--- src/hw/mcms_pkg.sv ---
// Behaviour
// - receive reset aborts, flushes, idles receiver
// - transmit reset aborts, flushes, idles transmitter
// - receive disable stops after current packet
// - receive disable beats receive enable
// - receive enable starts idle receiver
// - receive enable reads one while active
// - transmit disable halts after current packet
// - transmit disable beats transmit enable
// - transmit enable starts; reads one active
// - bit 31 shows phy link up
// - bit 30 shows 100 Mb/s speed
// - bit 29 shows full duplex
// - bit 28 reversed polarity at 10 only
// - media status register resets to zero
// - bit 27 shows autonegotiation complete
package mcms_pkg;
    // ==========================================
    // register map
    localparam logic [31:0] CMD_OFS   = 32'h0000_0000;
    localparam logic [31:0] CFG_OFS   = 32'h0000_0004;
    localparam logic [31:0] CFG_RESET = 32'h0000_0000;
    localparam logic [31:0] CMD_RESET = 32'h0000_0000;
    // ==========================================
    // command bits, index 0 transmit, 1 receive
    localparam int unsigned NCH         = 2;
    localparam int unsigned EN_POS  [2] = '{0, 2};
    localparam int unsigned DIS_POS [2] = '{1, 3};
    localparam int unsigned RST_POS [2] = '{4, 5};
    // ==========================================
    // media status bits
    localparam int unsigned LINK_UP_POS    = 31;
    localparam int unsigned SPEED_POS      = 30;
    localparam int unsigned DUPLEX_POS     = 29;
    localparam int unsigned REVERSED_POS   = 28;
    localparam int unsigned AUTONEG_POS    = 27;
    localparam int unsigned STAT_W         = 5;
    // ==========================================
    // bus encodings
    localparam logic [1:0] HTRANS_NONSEQ = 2'h2;
    localparam logic       HRESP_OKAY    = 1'h0;

    typedef enum logic [1:0] {
        CH_IDLE,
        CH_RUN,
        CH_STOP
    } mcms_chan_state_t;
endpackage : mcms_pkg

--- src/hw/mcms_regs.sv ---
// Local design decision: the AHB-Lite interface to the registers.
`timescale 1ns/1ps
module mcms_regs
    import mcms_pkg::*;
(
    input  wire logic        mclk,
    input  wire logic        reset,
    input  wire logic        softReset,
    input  wire logic        hsel,
    input  wire logic [31:0] haddr,
    input  wire logic [1:0]  htrans,
    input  wire logic        hwrite,
    input  wire logic [2:0]  hsize,
    input  wire logic [31:0] hwdata,
    input  wire logic        hready,
    output logic             hreadyout,
    output logic             hresp,
    output logic [31:0]      hrdata,
    input  wire logic        txBusy,
    input  wire logic        rxBusy,
    input  wire logic        phyLinkUp,
    input  wire logic        phySpeedHundred,
    input  wire logic        phyFullDuplex,
    input  wire logic        phyReversed,
    input  wire logic        phyAutonegDone,
    output logic             txActive,
    output logic             rxActive,
    output logic             txResetPulse,
    output logic             rxResetPulse
);
    // ==========================================
    // bus phase tracking
    logic                 dpValid_r;
    logic                 dpWrite_r;
    logic [31:0]          dpAddr_r;
    logic                 addrTake;
    logic                 cmdWr;
    logic                 cfgRd;
    logic                 cmdRd;
    logic [31:0]          rdData_nxt;
    logic [31:0]          hrdata_r;
    logic                 hreadyout_r;
    logic                 hresp_r;
    logic [NCH-1:0]       enP_r;
    logic [NCH-1:0]       disP_r;
    logic [NCH-1:0]       rstP_r;
    logic [NCH-1:0]       act_r;
    logic [NCH-1:0]       chanBusy;
    logic [STAT_W-1:0]    phySync1_r;
    logic [STAT_W-1:0]    phySync2_r;
    logic [STAT_W-1:0]    stat_r;
    logic [STAT_W-1:0]    stat_nxt;
    mcms_chan_state_t     state_r [NCH];

    assign addrTake  = hsel && hready && (htrans == HTRANS_NONSEQ);
    assign cmdWr     = dpValid_r && dpWrite_r && (dpAddr_r == CMD_OFS);
    assign cmdRd     = addrTake && !hwrite && (haddr == CMD_OFS);
    assign cfgRd     = addrTake && !hwrite && (haddr == CFG_OFS);
    assign chanBusy  = {rxBusy, txBusy};
    assign hreadyout = hreadyout_r;
    assign hresp     = hresp_r;
    assign hrdata    = hrdata_r;
    assign txActive  = act_r[0];
    assign rxActive  = act_r[1];
    assign txResetPulse = rstP_r[0];
    assign rxResetPulse = rstP_r[1];

    always_ff @(posedge mclk or posedge reset) begin
        if (reset) begin
            dpValid_r <= 1'b0;
            dpWrite_r <= 1'b0;
            dpAddr_r  <= 32'h0000_0000;
        end else begin
            dpValid_r <= addrTake;
            dpWrite_r <= hwrite;
            dpAddr_r  <= haddr;
        end
    end

    // zero wait states, answer is always okay
    always_ff @(posedge mclk or posedge reset) begin
        if (reset) begin
            hreadyout_r <= 1'b0;
            hresp_r     <= HRESP_OKAY;
        end else begin
            hreadyout_r <= 1'b1;
            hresp_r     <= HRESP_OKAY;
        end
    end

    // ==========================================
    // read data, sampled at the address phase
    always_comb begin
        rdData_nxt = 32'h0000_0000;
        if (cmdRd) begin
            rdData_nxt[EN_POS[0]] = act_r[0];
            rdData_nxt[EN_POS[1]] = act_r[1];
        end else if (cfgRd) begin
            rdData_nxt[LINK_UP_POS:AUTONEG_POS] = stat_r;
        end
    end

    always_ff @(posedge mclk or posedge reset) begin
        if (reset) begin
            hrdata_r <= 32'h0000_0000;
        end else begin
            hrdata_r <= rdData_nxt;
        end
    end

    // ==========================================
    // media status capture
    always_ff @(posedge mclk or posedge reset) begin
        if (reset) begin
            phySync1_r <= '0;
            phySync2_r <= '0;
        end else begin
            phySync1_r <= {phyLinkUp, phySpeedHundred, phyFullDuplex,
                           phyReversed, phyAutonegDone};
            phySync2_r <= phySync1_r;
        end
    end

    always_comb begin
        stat_nxt    = phySync2_r;
        stat_nxt[1] = phySync2_r[1] & ~phySync2_r[3];
    end

    always_ff @(posedge mclk or posedge reset) begin
        if (reset) begin
            stat_r <= CFG_RESET[LINK_UP_POS:AUTONEG_POS];
        end else if (softReset) begin
            stat_r <= CFG_RESET[LINK_UP_POS:AUTONEG_POS];
        end else begin
            stat_r <= stat_nxt;
        end
    end

    // ==========================================
    // per channel command pulses and state machine
    genvar ch;
    generate
        for (ch = 0; ch < NCH; ch++) begin : g_chan
            mcms_chan_state_t stateNxt;

            always_ff @(posedge mclk or posedge reset) begin
                if (reset) begin
                    enP_r[ch]  <= 1'b0;
                    disP_r[ch] <= 1'b0;
                    rstP_r[ch] <= 1'b0;
                end else begin
                    enP_r[ch]  <= cmdWr && hwdata[EN_POS[ch]]
                                  && !hwdata[DIS_POS[ch]];
                    disP_r[ch] <= cmdWr && hwdata[DIS_POS[ch]];
                    rstP_r[ch] <= (cmdWr && hwdata[RST_POS[ch]])
                                  || softReset;
                end
            end

            always_comb begin
                stateNxt = state_r[ch];
                if (rstP_r[ch]) begin
                    stateNxt = CH_IDLE;
                end else begin
                    case (state_r[ch])
                        CH_IDLE: begin
                            if (enP_r[ch]) begin
                                stateNxt = CH_RUN;
                            end
                        end
                        CH_RUN: begin
                            if (disP_r[ch]) begin
                                stateNxt = chanBusy[ch] ? CH_STOP
                                                        : CH_IDLE;
                            end
                        end
                        CH_STOP: begin
                            if (!chanBusy[ch]) begin
                                stateNxt = CH_IDLE;
                            end
                        end
                        default: begin
                            stateNxt = CH_IDLE;
                        end
                    endcase
                end
            end

            always_ff @(posedge mclk or posedge reset) begin
                if (reset) begin
                    state_r[ch] <= CH_IDLE;
                    act_r[ch]   <= 1'b0;
                end else begin
                    state_r[ch] <= stateNxt;
                    act_r[ch]   <= (stateNxt != CH_IDLE);
                end
            end
        end
    endgenerate
endmodule : mcms_regs

--- config.mk ---
export PLATFORM = sky130hd
export DESIGN_NAME = mcms_regs
export DESIGN_NICKNAME = d
export VERILOG_FILES = /design/src/hw/mcms_pkg.sv /design/src/hw/mcms_regs.sv
export SDC_FILE = /design/constraint.sdc
export NUM_CORES = 1
export LEC_CHECK = 0
export BUFFER_PORTS_ARGS = -buffer_cell sky130_fd_sc_hd__buf_2
export CAP_MARGIN = 20
export CELL_PAD_IN_SITES_DETAIL_PLACEMENT = 1
export CELL_PAD_IN_SITES_GLOBAL_PLACEMENT = 1
export CORE_ASPECT_RATIO = 0.8
export CORE_MARGIN = 3
export CORE_UTILIZATION = 34
export CTS_CLUSTER_DIAMETER = 200
export CTS_CLUSTER_SIZE = 10
export DETAILED_ROUTE_END_ITERATION = 7
export GPL_ROUTABILITY_DRIVEN = 0
export PLACE_DENSITY = 0.79
export SLEW_MARGIN = 30
export SYNTH_ARGS = -nofsm -noshare
export SYNTH_HDL_FRONTEND = slang
export SYNTH_SLANG_ARGS = --single-unit
--- constraint.sdc ---
create_clock -name mclk -period 2.5 [get_ports mclk]
set_input_delay 0.25 -clock mclk [delete_from_list [all_inputs] [get_ports mclk]]
set_output_delay 0.25 -clock mclk [all_outputs]
set_load 0.1 [all_outputs]
* After elaboration in Yosys (flattened, before gate mapping)
Cells that the tools add are included.
** Word-level totals
- Flip-flop bits (word level) :: 69
- Latch bits :: 0
- RAM bits :: 0
- ROM bits :: 0
- Input bits :: 82
- Logic and storage cells :: 69
- Memories kept :: 0
** Cells by class
- $add $sub $neg :: 0
- $mul :: 0
- Divide/modulo/power cells :: 0
- $lt $le $gt $ge :: 0
- Equal/unequal tests :: 6
- Shift-type cells :: 0
- Muxes and demuxes :: 17
- Bitwise gates (word level) :: 2
- Reduce and logical (&&, ||, !) cells :: 26
** Operators with widths (count)
- $logic_not 32->1 :: 2
- $eq 32x3->1 const B :: 1
- $mux 2 :: 10
- $logic_and 1x1->1 :: 15
- $mux 5 :: 3
- $pmux 2 s3 :: 2
- $eq 2x2->1 const B :: 3
- $eq 2x1->1 const B :: 2
- $logic_not 2->1 :: 2
- $reduce_bool 2->1 :: 2
- $logic_not 1->1 :: 3
- $logic_or 1x1->1 :: 2
- $mux 1 :: 2
- $and 1x1->1 :: 1
- $not 1->1 :: 1

* Longest topological paths before layout
Gate-level depths: netlist of run 1.
- Depth after elaboration :: 6
- Depth in mapped cells :: 3
- Depth with buffers taken out :: 3

* Worst setup path before layout of run 1
No wires, ideal clock.
- Path kind :: register -> register
- From :: register rstP_r[1], in the netlist rxResetPulse
- To :: register act_r[1], in the netlist rxActive
- Arrival :: 1.210 ns
- Setup slack :: 1.127 ns
- Cell stages (with the launch flop) :: 3
- Period minus slack after synthesis :: 1.373 ns
- Path through :: dfrtp_1 -> nand2b_1 -> o32ai_1
** On the way
- Word-level cells in the longest chain between the ends :: 2
** Ends and longest elaborated chain
- start, declared :: line mcms_regs.sv:46 : logic [NCH-1:0] rstP_r;
- start signal, assigned by index :: line mcms_regs.sv:155 : rstP_r[ch] <= (cmdWr && hwdata[RST_POS[ch]])
- $mux 2 :: line mcms_regs.sv:162 : if (rstP_r[ch]) begin
- $reduce_bool 2->1 :: line mcms_regs.sv:195 : act_r[ch] <= (stateNxt != CH_IDLE);
- end signal, assigned by index :: line mcms_regs.sv:195
- end, declared :: line mcms_regs.sv:47 : logic [NCH-1:0] act_r;
Every way passes these cells.

* Worst setup path in the final report of run 1
- From :: input port haddr[14]
- To :: register hrdata_r[27], in the netlist hrdata[27]
** On the way
- Word-level cells in the longest chain between the ends :: 4
** Ends and longest elaborated chain
- start, declared :: line mcms_regs.sv:10 : input wire logic [31:0] haddr,
- $eq 32x3->1 :: line mcms_regs.sv:58 : assign cfgRd = addrTake && !hwrite && (haddr == CFG_OFS);
- $logic_and 1x1->1 :: line mcms_regs.sv:58
- $mux 5 :: line mcms_regs.sv:98 : end else if (cfgRd) begin
- $mux 5 * :: line mcms_regs.sv:95 : if (cmdRd) begin
- named net rdData_nxt[27] :: line mcms_regs.sv:40 : logic [31:0] rdData_nxt;
- end signal, assigned :: line mcms_regs.sv:107 : hrdata_r <= rdData_nxt;
- end, declared :: line mcms_regs.sv:41 : logic [31:0] hrdata_r;
The timed path passes the listed nets; every way through them passes the cells marked *.

==> impl_metrics.env, run 1 <==
export IMPL_grt_pass1_wl_mm=7.47
export IMPL_first_pass_iters=4
export IMPL_drt_initial_drc_count=37
export IMPL_cp_max_fo=7
export IMPL_cp_required_ps=2730
export IMPL_min_path_type="input port to register"
export IMPL_peakVddDrop_mv=0.480
export IMPL_synthMuxAreaShare=0.0172
export IMPL_overflow=0
export IMPL_timing_final_crit_share=0.676
export IMPL_clkTransAtPathRegs_ps=80
export IMPL_worstSetupStartpoint="haddr[14]"
export IMPL_final_nets=341
export IMPL_synth_compound_area_frac=0.0146
export IMPL_drive_gt1_frac=0.337
export IMPL_finalNonFillerCells=348
export IMPL_max_freq_mhz=592
export IMPL_vias=1517
export IMPL_cts_max_level=3
export IMPL_hold_viol_final=0
export IMPL_die_area_sq_um=8120
export IMPL_yosys_warnings=0
export IMPL_cts_tree="built"
export IMPL_busiest_layer="met2"
export IMPL_core_area_sq_um=6600
export IMPL_syn_inst=171
export IMPL_placed_area_sq_um=2740
export IMPL_use_met2=0.200
export IMPL_worstSetupPathType="input port to register"
export IMPL_final_util=0.468
export IMPL_final_cell_area_sq_um=3090
export IMPL_die_w_um=100
export IMPL_num_rows=26
export IMPL_numClockSinks=69
export IMPL_ant_nets=0
export IMPL_wl_per_cell_um=14.3
export IMPL_dpl_worst_slack_ps=896
export IMPL_insertion_delay_ps=340
export IMPL_syn_to_final_growth_pct=28.8
export IMPL_synthXorXnorAreaFrac=0
export IMPL_grt_use_total=0.128
export IMPL_wl_mm=4.99
export IMPL_cts_max_path_buffers=2
export IMPL_status="complete, no violations"
export IMPL_diodes=0
export IMPL_drv_cap=0
export IMPL_antenna_found_initial=0
export IMPL_rsz0062_at_grt="false"
export IMPL_ys_seq_elements=69
export IMPL_fin_setup_tns_ps=0
export IMPL_synth_simple_area_share=0.153
export IMPL_die_h_um=81.2
export IMPL_viasPerCell=4.36
export IMPL_hold_start="haddr[13]"
export IMPL_syn_area_sq_um=2400
export IMPL_r2r_start="dpAddr_r[14]$_DFF_PP0_"
export IMPL_drc_errors=0
export IMPL_start_kind="input port"
export IMPL_crit_path_end_kind="register"
export IMPL_post_route_min_period_ps=1690
export IMPL_maxSlewViolCount=0
export IMPL_port_buffers=64
export IMPL_met3_usage=0.0704
export IMPL_avgSynthCellArea_sq_um=14.0
export IMPL_hpwl_mm=3.81
export IMPL_initial_core_util=0.364
export IMPL_finClkSkew_ps=7.30
export IMPL_cts_root_buffer="clkbuf_8"
export IMPL_setup_viol=0
export IMPL_cts_setup_buffers=0
export IMPL_powerDensity_nw_per_um2=805
export IMPL_use_met1=0.150
export IMPL_grt_max_degree=34
export IMPL_synthAdderAreaFrac=0
export IMPL_yosysSeqAreaShare=0.719
export IMPL_worst_slack_ps=810
export IMPL_grt_pass1_vias=1563
export IMPL_worst_ep_arrival_time_ps=1920
export IMPL_r2r_slack_ps=1000
export IMPL_dp_cells=320
export IMPL_pin_count=120
export IMPL_p_leak_nw=1.49
export IMPL_cts_made_buffers=9
export IMPL_synth_top_family_by_area="simple AND/OR/NAND/NOR gates"
export IMPL_synth_cell_types=22
cells in the final DEF, fill, tap and decap left out, drive strengths merged, types with 2 or more instances in the layout:
cell	Yosys	layout
nor3	2	2
conb	2	27
dlygate4sd3	0	12
o32ai	2	2
inv	8	9
nand2	10	10
nor4	25	25
nand2b	4	4
mux2i	3	3
nand4	3	3
dfrtp	69	69
nor2b	5	5
nor2	5	5
clkinv	0	2
clkbuf	0	10
o41ai	2	2
buf	26	66
bufinv	0	2
per-stage QoR:
| step | power (mW) | hold WS, ps |
|---|---|---|
| 2_1_floorplan | 1.44 | 281 |
| 4_1_cts | 2.52 | 1.15 |
| 5_1_grt | 2.61 | 0.335 |
| 3_5_place_dp | 1.48 | 178 |
| 3_3_place_gp | 1.48 | 177 |
| 6_report | 2.49 | 29.5 |
timing repair:
item,CTS,global route
hold endpoints to repair,15,5
hold buffers,7,5
gates resized for setup,0,0
synthesized netlist by cell type (all sizes together):
library cell / count / share of area
and4b: 1 / 0.0042
nand2b: 4 / 0.010
nand4: 3 / 0.010
inv: 8 / 0.013
and4bb: 1 / 0.0052
nor3: 2 / 0.0042
nor2b: 5 / 0.013
o41ai: 2 / 0.0073
mux2i: 3 / 0.013
dfrtp: 69 / 0.72
buf: 26 / 0.081
nand2: 10 / 0.016
nor3b: 1 / 0.0031
nor4: 25 / 0.077
o32ai: 2 / 0.0073
mux2: 1 / 0.0047
nor2: 5 / 0.0078
conb: 2 / 0.0031
nand3: 1 / 0.0021
worst paths after layout:
kind	end	depth (start not counted)
setup / recovery	hrdata[27]$_DFF_PP0_	5
hold / removal	dpAddr_r[13]$_DFF_PP0_	1
setup reg to reg	rxResetPulse$_DFF_PP0_	3
hold reg to reg	phySync2_r[1]$_DFF_PP0_	0
max in group asynchronous	dpAddr_r[22]$_DFF_PP0_	4
min in group asynchronous	phySync2_r[0]$_DFF_PP0_	3
power breakdown:
part | leakage [nW] | internal (mW) | switching [mW]
Combinational | 0.525 | 0.0557 | 0.245
Clock | 0.113 | 0.595 | 0.422
Sequential | 0.852 | 1.16 | 0.0150
worst max-delay path, cell delays in order:
cell,delay (ps)
dlygate4sd3_1,540
buf_2,130
nor4_1,280
nand4_1,330
nor4_1,380
state kept, by name (all words and copies together) (netlist names), 2 cells and up:
name / cells
dpAddr_r: 32
state_r: 4
enP_r: 2
phySync2_r: 5
stat_r: 5
disP_r: 2
phySync1_r: 5
hrdata: 7
per-layer routing:
metal / vias up / routed length, um
li1: 713 / -
met1: 739 / 2080
met2: 56 / 2440
met3: 9 / 391
met4: 0 / 72
met5: - / 0
area by class of cell:
| type | count | area [sq um] |
|---|---|---|
| sequential | 69 | 1730 |
| fill | 706 | 3510 |
| clock inverter | 6 | 93.8 |
| inverter | 8 | 30.0 |
| multi-input combinational | 93 | 544 |
| timing repair buffer | 78 | 455 |
| tap | 84 | 105 |
| clock buffer | 10 | 138 |
cells by family (layout without fill, tap and decap cells):
| logic type | after synthesis | after routing |
|---|---|---|
| muxes | 4 | 4 |
| other | 2 | 27 |
| and+or+nand+nor | 58 | 58 |
| AOI/OAI and AO/OA | 4 | 4 |
| buffers and inverters | 34 | 102 |
| DFF | 69 | 69 |
Note: power is estimated with default switching activity, not from simulation.
==> run 2: changes to the inputs <==
--- a/config.mk
+++ b/config.mk
@@ -5,18 +5,19 @@
 export SDC_FILE = /design/constraint.sdc
 export NUM_CORES = 1
 export LEC_CHECK = 0
+export ABC_AREA = 1
 export BUFFER_PORTS_ARGS = -buffer_cell sky130_fd_sc_hd__buf_2
 export CAP_MARGIN = 20
 export CELL_PAD_IN_SITES_DETAIL_PLACEMENT = 1
 export CELL_PAD_IN_SITES_GLOBAL_PLACEMENT = 1
 export CORE_ASPECT_RATIO = 0.8
 export CORE_MARGIN = 3
-export CORE_UTILIZATION = 34
+export CORE_UTILIZATION = 30
 export CTS_CLUSTER_DIAMETER = 200
 export CTS_CLUSTER_SIZE = 10
 export DETAILED_ROUTE_END_ITERATION = 7
 export GPL_ROUTABILITY_DRIVEN = 0
-export PLACE_DENSITY = 0.79
+export PLACE_DENSITY = 0.76
 export SLEW_MARGIN = 30
 export SYNTH_ARGS = -nofsm -noshare
 export SYNTH_HDL_FRONTEND = slang
==> constraint.sdc (replaced) <==
create_clock -name mclk -period 1.4 [get_ports mclk]
set_input_delay 0.14 -clock mclk [delete_from_list [all_inputs] [get_ports mclk]]
set_output_delay 0.14 -clock mclk [all_outputs]
set_load 0.1 [all_outputs]
==> impl_metrics.env, run 2 <==
export IMPL_max_freq_mhz=741
export IMPL_synth_area_top_cells="dfrtp_1 (70%), buf_4 (8.0%), nor2_1 (7.5%)"
export IMPL_switching_share=0.285
export IMPL_syn_to_final_growth_pct=41.4
export IMPL_initial_core_util=0.320
export IMPL_pwr_share_comb=0.138
export IMPL_final_nets=420
export IMPL_path_common_cell="nor2_1"
export IMPL_worstPathCellList="dlygate4sd3_1 -> buf_2 -> nor2_1 -> nand4_1 -> nor2_1 -> nand3_2 -> nor2_1"
export IMPL_die_area_sq_um=9310
export IMPL_min_path_type="input port to register"
export IMPL_vias=1778
export IMPL_wl_per_cell_um=13.2
export IMPL_final_cell_area_sq_um=3470
export IMPL_status="complete, no violations"
export IMPL_timing_final_crit_share=0.964
export IMPL_antenna_found_initial=0
export IMPL_cts_max_level=3
export IMPL_crit_path_end_kind="register"
export IMPL_cp_max_fo=5
export IMPL_synth_top_area_frac=0.703
export IMPL_die_w_um=107
export IMPL_worst_slack_ps=50.1
export IMPL_overflow=0
export IMPL_syn_area_sq_um=2450
export IMPL_pin_count=120
export IMPL_drv_cap=0
export IMPL_start_kind="input port"
export IMPL_cts_tree="built"
export IMPL_ant_nets=0
export IMPL_cp_required_ps=1660
export IMPL_drive_gt1_frac=0.268
export IMPL_synthFlopType="dfrtp_1"
export IMPL_diodes=0
export IMPL_ys_seq_elements=69
export IMPL_final_common_cell="dfrtp_1"
export IMPL_first_pass_iters=4
export IMPL_p_leak_nw=1.76
export IMPL_p_switching_mw=1.29
export IMPL_synth_common_cells="dfrtp_1 (69), nor2_1 (49), buf_4 (26), inv_1 (26), nand2_1 (22)"
export IMPL_cp_slowest_cell="dlygate4sd3_1"
export IMPL_layout_common_cells="dfrtp_1 (69), buf_2 (64), nor2_1 (45), dlygate4sd3_1 (40), conb_1 (27)"
export IMPL_hpwl_mm=3.73
export IMPL_syn_inst=223
export IMPL_yosysMostFrequentCell="dfrtp_1"
export IMPL_drt_initial_drc_count=17
export IMPL_synth_enable_flop_cells=0
export IMPL_top_register="dpAddr_r"
export IMPL_grt_max_degree=70
export IMPL_wl_mm=5.93
export IMPL_grt_pass1_wl_mm=9.86
export IMPL_cts_root_buffer="clkbuf_8"
export IMPL_port_buffers=64
export IMPL_finClkSkew_ps=14.5
export IMPL_yosys_warnings=0
export IMPL_p_seq_frac=0.460
export IMPL_rsz0062_at_grt="true"
export IMPL_largest_reg_flops=32
export IMPL_placed_area_sq_um=2830
export IMPL_cpPeakStageDelay_ps=550
export IMPL_avgSynthCellArea_sq_um=11.0
export IMPL_cts_max_path_buffers=2
export IMPL_cp_buffers_inverters=2
export IMPL_synthArstFlopShare=1.00
export IMPL_maxSlewViolCount=0
export IMPL_dpl_worst_slack_ps=110
export IMPL_pwr_share_clk=0.403
export IMPL_worstSetupPathType="input port to register"
export IMPL_viasPerCell=3.97
export IMPL_worst_ep_arrival_time_ps=1610
export IMPL_setup_viol=0
export IMPL_grt_use_total=0.140
export IMPL_peakVddDrop_mv=0.634
export IMPL_drc_errors=0
export IMPL_synth_top_area_cell="dfrtp_1"
export IMPL_insertion_delay_ps=340
export IMPL_die_h_um=86.9
export IMPL_powerDensity_nw_per_um2=1310
export IMPL_yosysSeqAreaShare=0.703
export IMPL_grt_pass1_vias=2075
export IMPL_core_area_sq_um=7670
export IMPL_cts_made_buffers=9
export IMPL_numClockSinks=69
export IMPL_critical_path_top_delay_family="simple AND/OR/NAND/NOR gates"
export IMPL_hold_viol_final=0
export IMPL_num_rows=28
export IMPL_synth_cell_types=14
export IMPL_internal_power_mw=3.25
export IMPL_cts_setup_buffers=0
export IMPL_post_route_min_period_ps=1350
export IMPL_clkTransAtPathRegs_ps=80
[run 2: cell count changes after synthesis, sizes merged, moves of 4 or more]
cell | before | now
nor2 | 5 | 52
nand3 | 1 | 8
nor4 | 25 | 0
o21ai | 0 | 4
nand2b | 4 | 0
nand2 | 10 | 22
nor2b | 5 | 0
inv | 8 | 27
nor3 | 2 | 6
[run 2: logic make-up after synthesis]
group	share of synthesized area
simple gates	0.165
compound gates	0.00816
flops	0.703
buf+inv	0.121
other cells	0.00306
[run 2: worst reg2reg max path: cells and delay by family (launching register included)]
kind	cells	cell delay (ps)
flops	1	380
simple gates	5	730
[run 2: metal layers]
layer	part of all wire	track usage
met1	0.40	0.162
met2	0.52	0.241
met3	0.054	0.0400
met4	0.026	0.0650
met5	0	0
[run 2: worst paths after layout]
kind	from	to	slack [ps]	cells past startpoint
max	haddr[18]	hrdata[29]$_DFF_PP0_	50	7
min	hwdata[0]	enP_r[0]$_DFF_PP0_	40	3
max reg2reg	dpAddr_r[17]$_DFF_PP0_	disP_r[0]$_DFF_PP0_	180	5
min reg2reg	phySync1_r[3]$_DFF_PP0_	phySync2_r[3]$_DFF_PP0_	360	0
max in group asynchronous	reset	rxResetPulse$_DFF_PP0_	650	4
min in group asynchronous	reset	txActive$_DFF_PP0_	440	4
[run 2: power by group through the flow]
stage          Combinational, mW  Sequential, mW  Clock [mW]
2_1_floorplan              0.430            2.15           0
3_3_place_gp               0.522            2.12           0
3_5_place_dp               0.529            2.13           0
4_1_cts                    0.615            2.09        1.88
5_1_grt                    0.665            2.10        1.98
6_report                   0.625            2.09        1.83
[run 2: cell type report]
class                      count  area, sq um
multi-input combinational    126          541
inverter                      27          105
sequential                    69         1730
clock buffer                   9          124
timing repair buffer         105          741
clock inverter                 7          104
tap                          105          131
fill                         870         4200
[run 2: through the flow]
step	hold slack, ps	total power, mW	setup TNS, ps	utilization	cells
floorplan	171	2.58	0	-	248
global placement	253	2.65	0	0.369	392
detailed placement	251	2.66	0	0.369	392
CTS	15.6	4.59	0	0.451	448
global route	36.6	4.74	-160	0.453	448
finish	43.8	4.54	0	0.453	448
[run 2: what timing repair did]
item	in CTS	in global routing
endpoints found under the setup margin	0	10
hold buffers	40	0
endpoints found under the hold margin	111	0
resized for setup	0	5
==> run 3: changes to the inputs <==
--- a/config.mk
+++ b/config.mk
@@ -11,13 +11,13 @@
 export CELL_PAD_IN_SITES_DETAIL_PLACEMENT = 1
 export CELL_PAD_IN_SITES_GLOBAL_PLACEMENT = 1
 export CORE_ASPECT_RATIO = 0.8
-export CORE_MARGIN = 3
+export CORE_MARGIN = 2
 export CORE_UTILIZATION = 30
 export CTS_CLUSTER_DIAMETER = 200
 export CTS_CLUSTER_SIZE = 10
 export DETAILED_ROUTE_END_ITERATION = 7
 export GPL_ROUTABILITY_DRIVEN = 0
-export PLACE_DENSITY = 0.76
+export PLACE_DENSITY_LB_ADDON = 0.1
 export SLEW_MARGIN = 30
 export SYNTH_ARGS = -nofsm -noshare
 export SYNTH_HDL_FRONTEND = slang
==> impl_metrics.env, run 3 (synthesized netlist as in run 2, its figures left out) <==
export IMPL_p_leak_nw=1.74
export IMPL_initial_core_util=0.309
export IMPL_cts_tree="built"
export IMPL_drc_errors=0
export IMPL_max_freq_mhz=781
export IMPL_fin_setup_tns_ps=0
export IMPL_layout_common_cells="dfrtp_1 (69), buf_2 (64), nor2_1 (47), dlygate4sd3_1 (40), conb_1 (27)"
export IMPL_die_w_um=105
export IMPL_viasPerCell=3.77
export IMPL_antenna_found_initial=0
export IMPL_cts_root_buffer="clkbuf_8"
export IMPL_final_cell_area_sq_um=3440
export IMPL_cts_max_level=3
export IMPL_ant_nets=0
export IMPL_pin_count=120
export IMPL_diodes=0
export IMPL_largest_reg_flops=32
export IMPL_power_total_mw=4.29
export IMPL_powerDensity_nw_per_um2=1250
export IMPL_final_nets=420
export IMPL_drt_initial_drc_count=41
export IMPL_drv_cap=0
export IMPL_die_h_um=84.9
export IMPL_hold_ws_ps=35.2
export IMPL_hold_start="hwdata[2]"
export IMPL_rr_endpoint="disP_r[0]$_DFF_PP0_"
export IMPL_cts_made_buffers=9
export IMPL_finClkSkew_ps=6.62
export IMPL_p_switching_mw=1.20
export IMPL_cts_setup_buffers=0
export IMPL_r2r_start="dpAddr_r[17]$_DFF_PP0_"
export IMPL_switching_share=0.280
export IMPL_vias=1702
export IMPL_post_route_min_period_ps=1280
export IMPL_rr_worst_depth=5
export IMPL_crit_path_end_kind="register"
export IMPL_min_to="enP_r[1]$_DFF_PP0_"
export IMPL_final_common_cell="dfrtp_1"
export IMPL_whs_path_depth=3
export IMPL_clkTransAtPathRegs_ps=70
export IMPL_pwr_share_comb=0.142
export IMPL_cp_max_fo=2
export IMPL_numClockSinks=69
export IMPL_cp_buffers_inverters=2
export IMPL_worstSetupPathType="input port to register"
export IMPL_setup_viol=0
export IMPL_r2r_slack_ps=240
export IMPL_wl_per_cell_um=10.9
export IMPL_cp_required_ps=1670
export IMPL_grt_pass1_vias=1802
export IMPL_grt_max_degree=70
export IMPL_drive_gt1_frac=0.259
export IMPL_grt_use_total=0.125
export IMPL_start_kind="input port"
export IMPL_min_path_type="input port to register"
export IMPL_cp_slowest_cell="dlygate4sd3_1"
export IMPL_status="complete, no violations"
export IMPL_hold_viol_final=0
export IMPL_p_seq_frac=0.487
export IMPL_pwr_share_clk=0.371
export IMPL_rsz0062_at_grt="false"
export IMPL_final_util=0.433
export IMPL_internal_power_mw=3.09
export IMPL_grt_pass1_wl_mm=8.54
export IMPL_wl_mm=4.91
export IMPL_hpwl_mm=3.43
export IMPL_critical_path_top_delay_family="simple AND/OR/NAND/NOR gates"
export IMPL_path_common_cell="nor2_1"
export IMPL_worstPathCellList="dlygate4sd3_1 -> buf_2 -> nor2_1 -> nand4_1 -> nor2_2 -> nand3_1 -> nor2_1"
export IMPL_first_pass_iters=3
export IMPL_top_register="dpAddr_r"
export IMPL_num_rows=29
export IMPL_syn_to_final_growth_pct=40.0
export IMPL_worst_ep_arrival_time_ps=1550
export IMPL_port_buffers=64
export IMPL_die_area_sq_um=8930
export IMPL_peakVddDrop_mv=0.605
export IMPL_maxSlewViolCount=0
export IMPL_cpPeakStageDelay_ps=540
export IMPL_placed_area_sq_um=2830
export IMPL_overflow=0
export IMPL_cts_max_path_buffers=2
export IMPL_insertion_delay_ps=340
export IMPL_timing_final_crit_share=0.914
export IMPL_core_area_sq_um=7950
==> run 3: cell types whose count changed in the layout (fill, tap and decap cells not counted), sizes merged <==
cell | before | now
clkbuf | 9 | 10
clkinv | 2 | 3
inv | 29 | 27
clkinvlp | 1 | 2
bufinv | 2 | 1
==> run 3: layout make-up <==
cell class,count,area (sq um)
clock buffer,10,138
clock inverter,6,61.3
fill,907,4510
inverter,27,105
multi-input combinational,126,531
sequential,69,1730
tap,108,135
timing repair buffer,105,741
==> run 3: worst reg2reg max path: stages (launching register included) <==
cell and delay, ps:
dfrtp_1 380, nor2_1 110, nand2_1 70, nor2_2 150
nand3_1 170, nor3_1 210
==> run 3: repair_timing <==
item / CTS / global route
hold buffers: 40 / 0
endpoints found under the setup margin: 0 / 6
resized for setup: 0 / 2
endpoints found under the hold margin: 111 / 0
==> run 3: power by group through the flow <==
stage	logic, mW	clock network [mW]	registers, mW
after global placement	0.526	0	2.12
final	0.611	1.59	2.09
after global routing	0.654	1.76	2.10
after detailed placement	0.528	0	2.13
after CTS	0.615	1.67	2.09
after floorplan	0.430	0	2.15
==> run 3: layer usage <==
metal / vias up / part of all wire / GRT usage
met4: 0 / 0.021 / 0.0630
met5: - / 0 / 0
met2: 61 / 0.48 / 0.199
met3: 8 / 0.061 / 0.0407
met1: 778 / 0.44 / 0.154
li1: 855 / - / -
==> run 3: worst max path at each step <==
stage	from	to	slack (ps)	depth (start not counted)
6_report	haddr[14]	hrdata[0]$_DFF_PP0_	120	7
3_3_place_gp	dpAddr_r[15]$_DFF_PP0_	enP_r[0]$_DFF_PP0_	170	5
5_1_grt	haddr[4]	hrdata[29]$_DFF_PP0_	7	7
4_1_cts	rxResetPulse$_DFF_PP0_	rxResetPulse	100	1
2_1_floorplan	rxResetPulse$_DFF_PP0_	rxActive$_DFF_PP0_	50	3
3_5_place_dp	dpAddr_r[17]$_DFF_PP0_	enP_r[0]$_DFF_PP0_	170	5
==> run 3: stage by stage <==
| step | worst slack, ps | std cells |
|---|---|---|
| after floorplan | 48.2 | 248 |
| after global placement | 171 | 395 |
| after detailed placement | 166 | 395 |
| after CTS | 104 | 451 |
| after global routing | 7.37 | 451 |
| final | 120 | 451 |
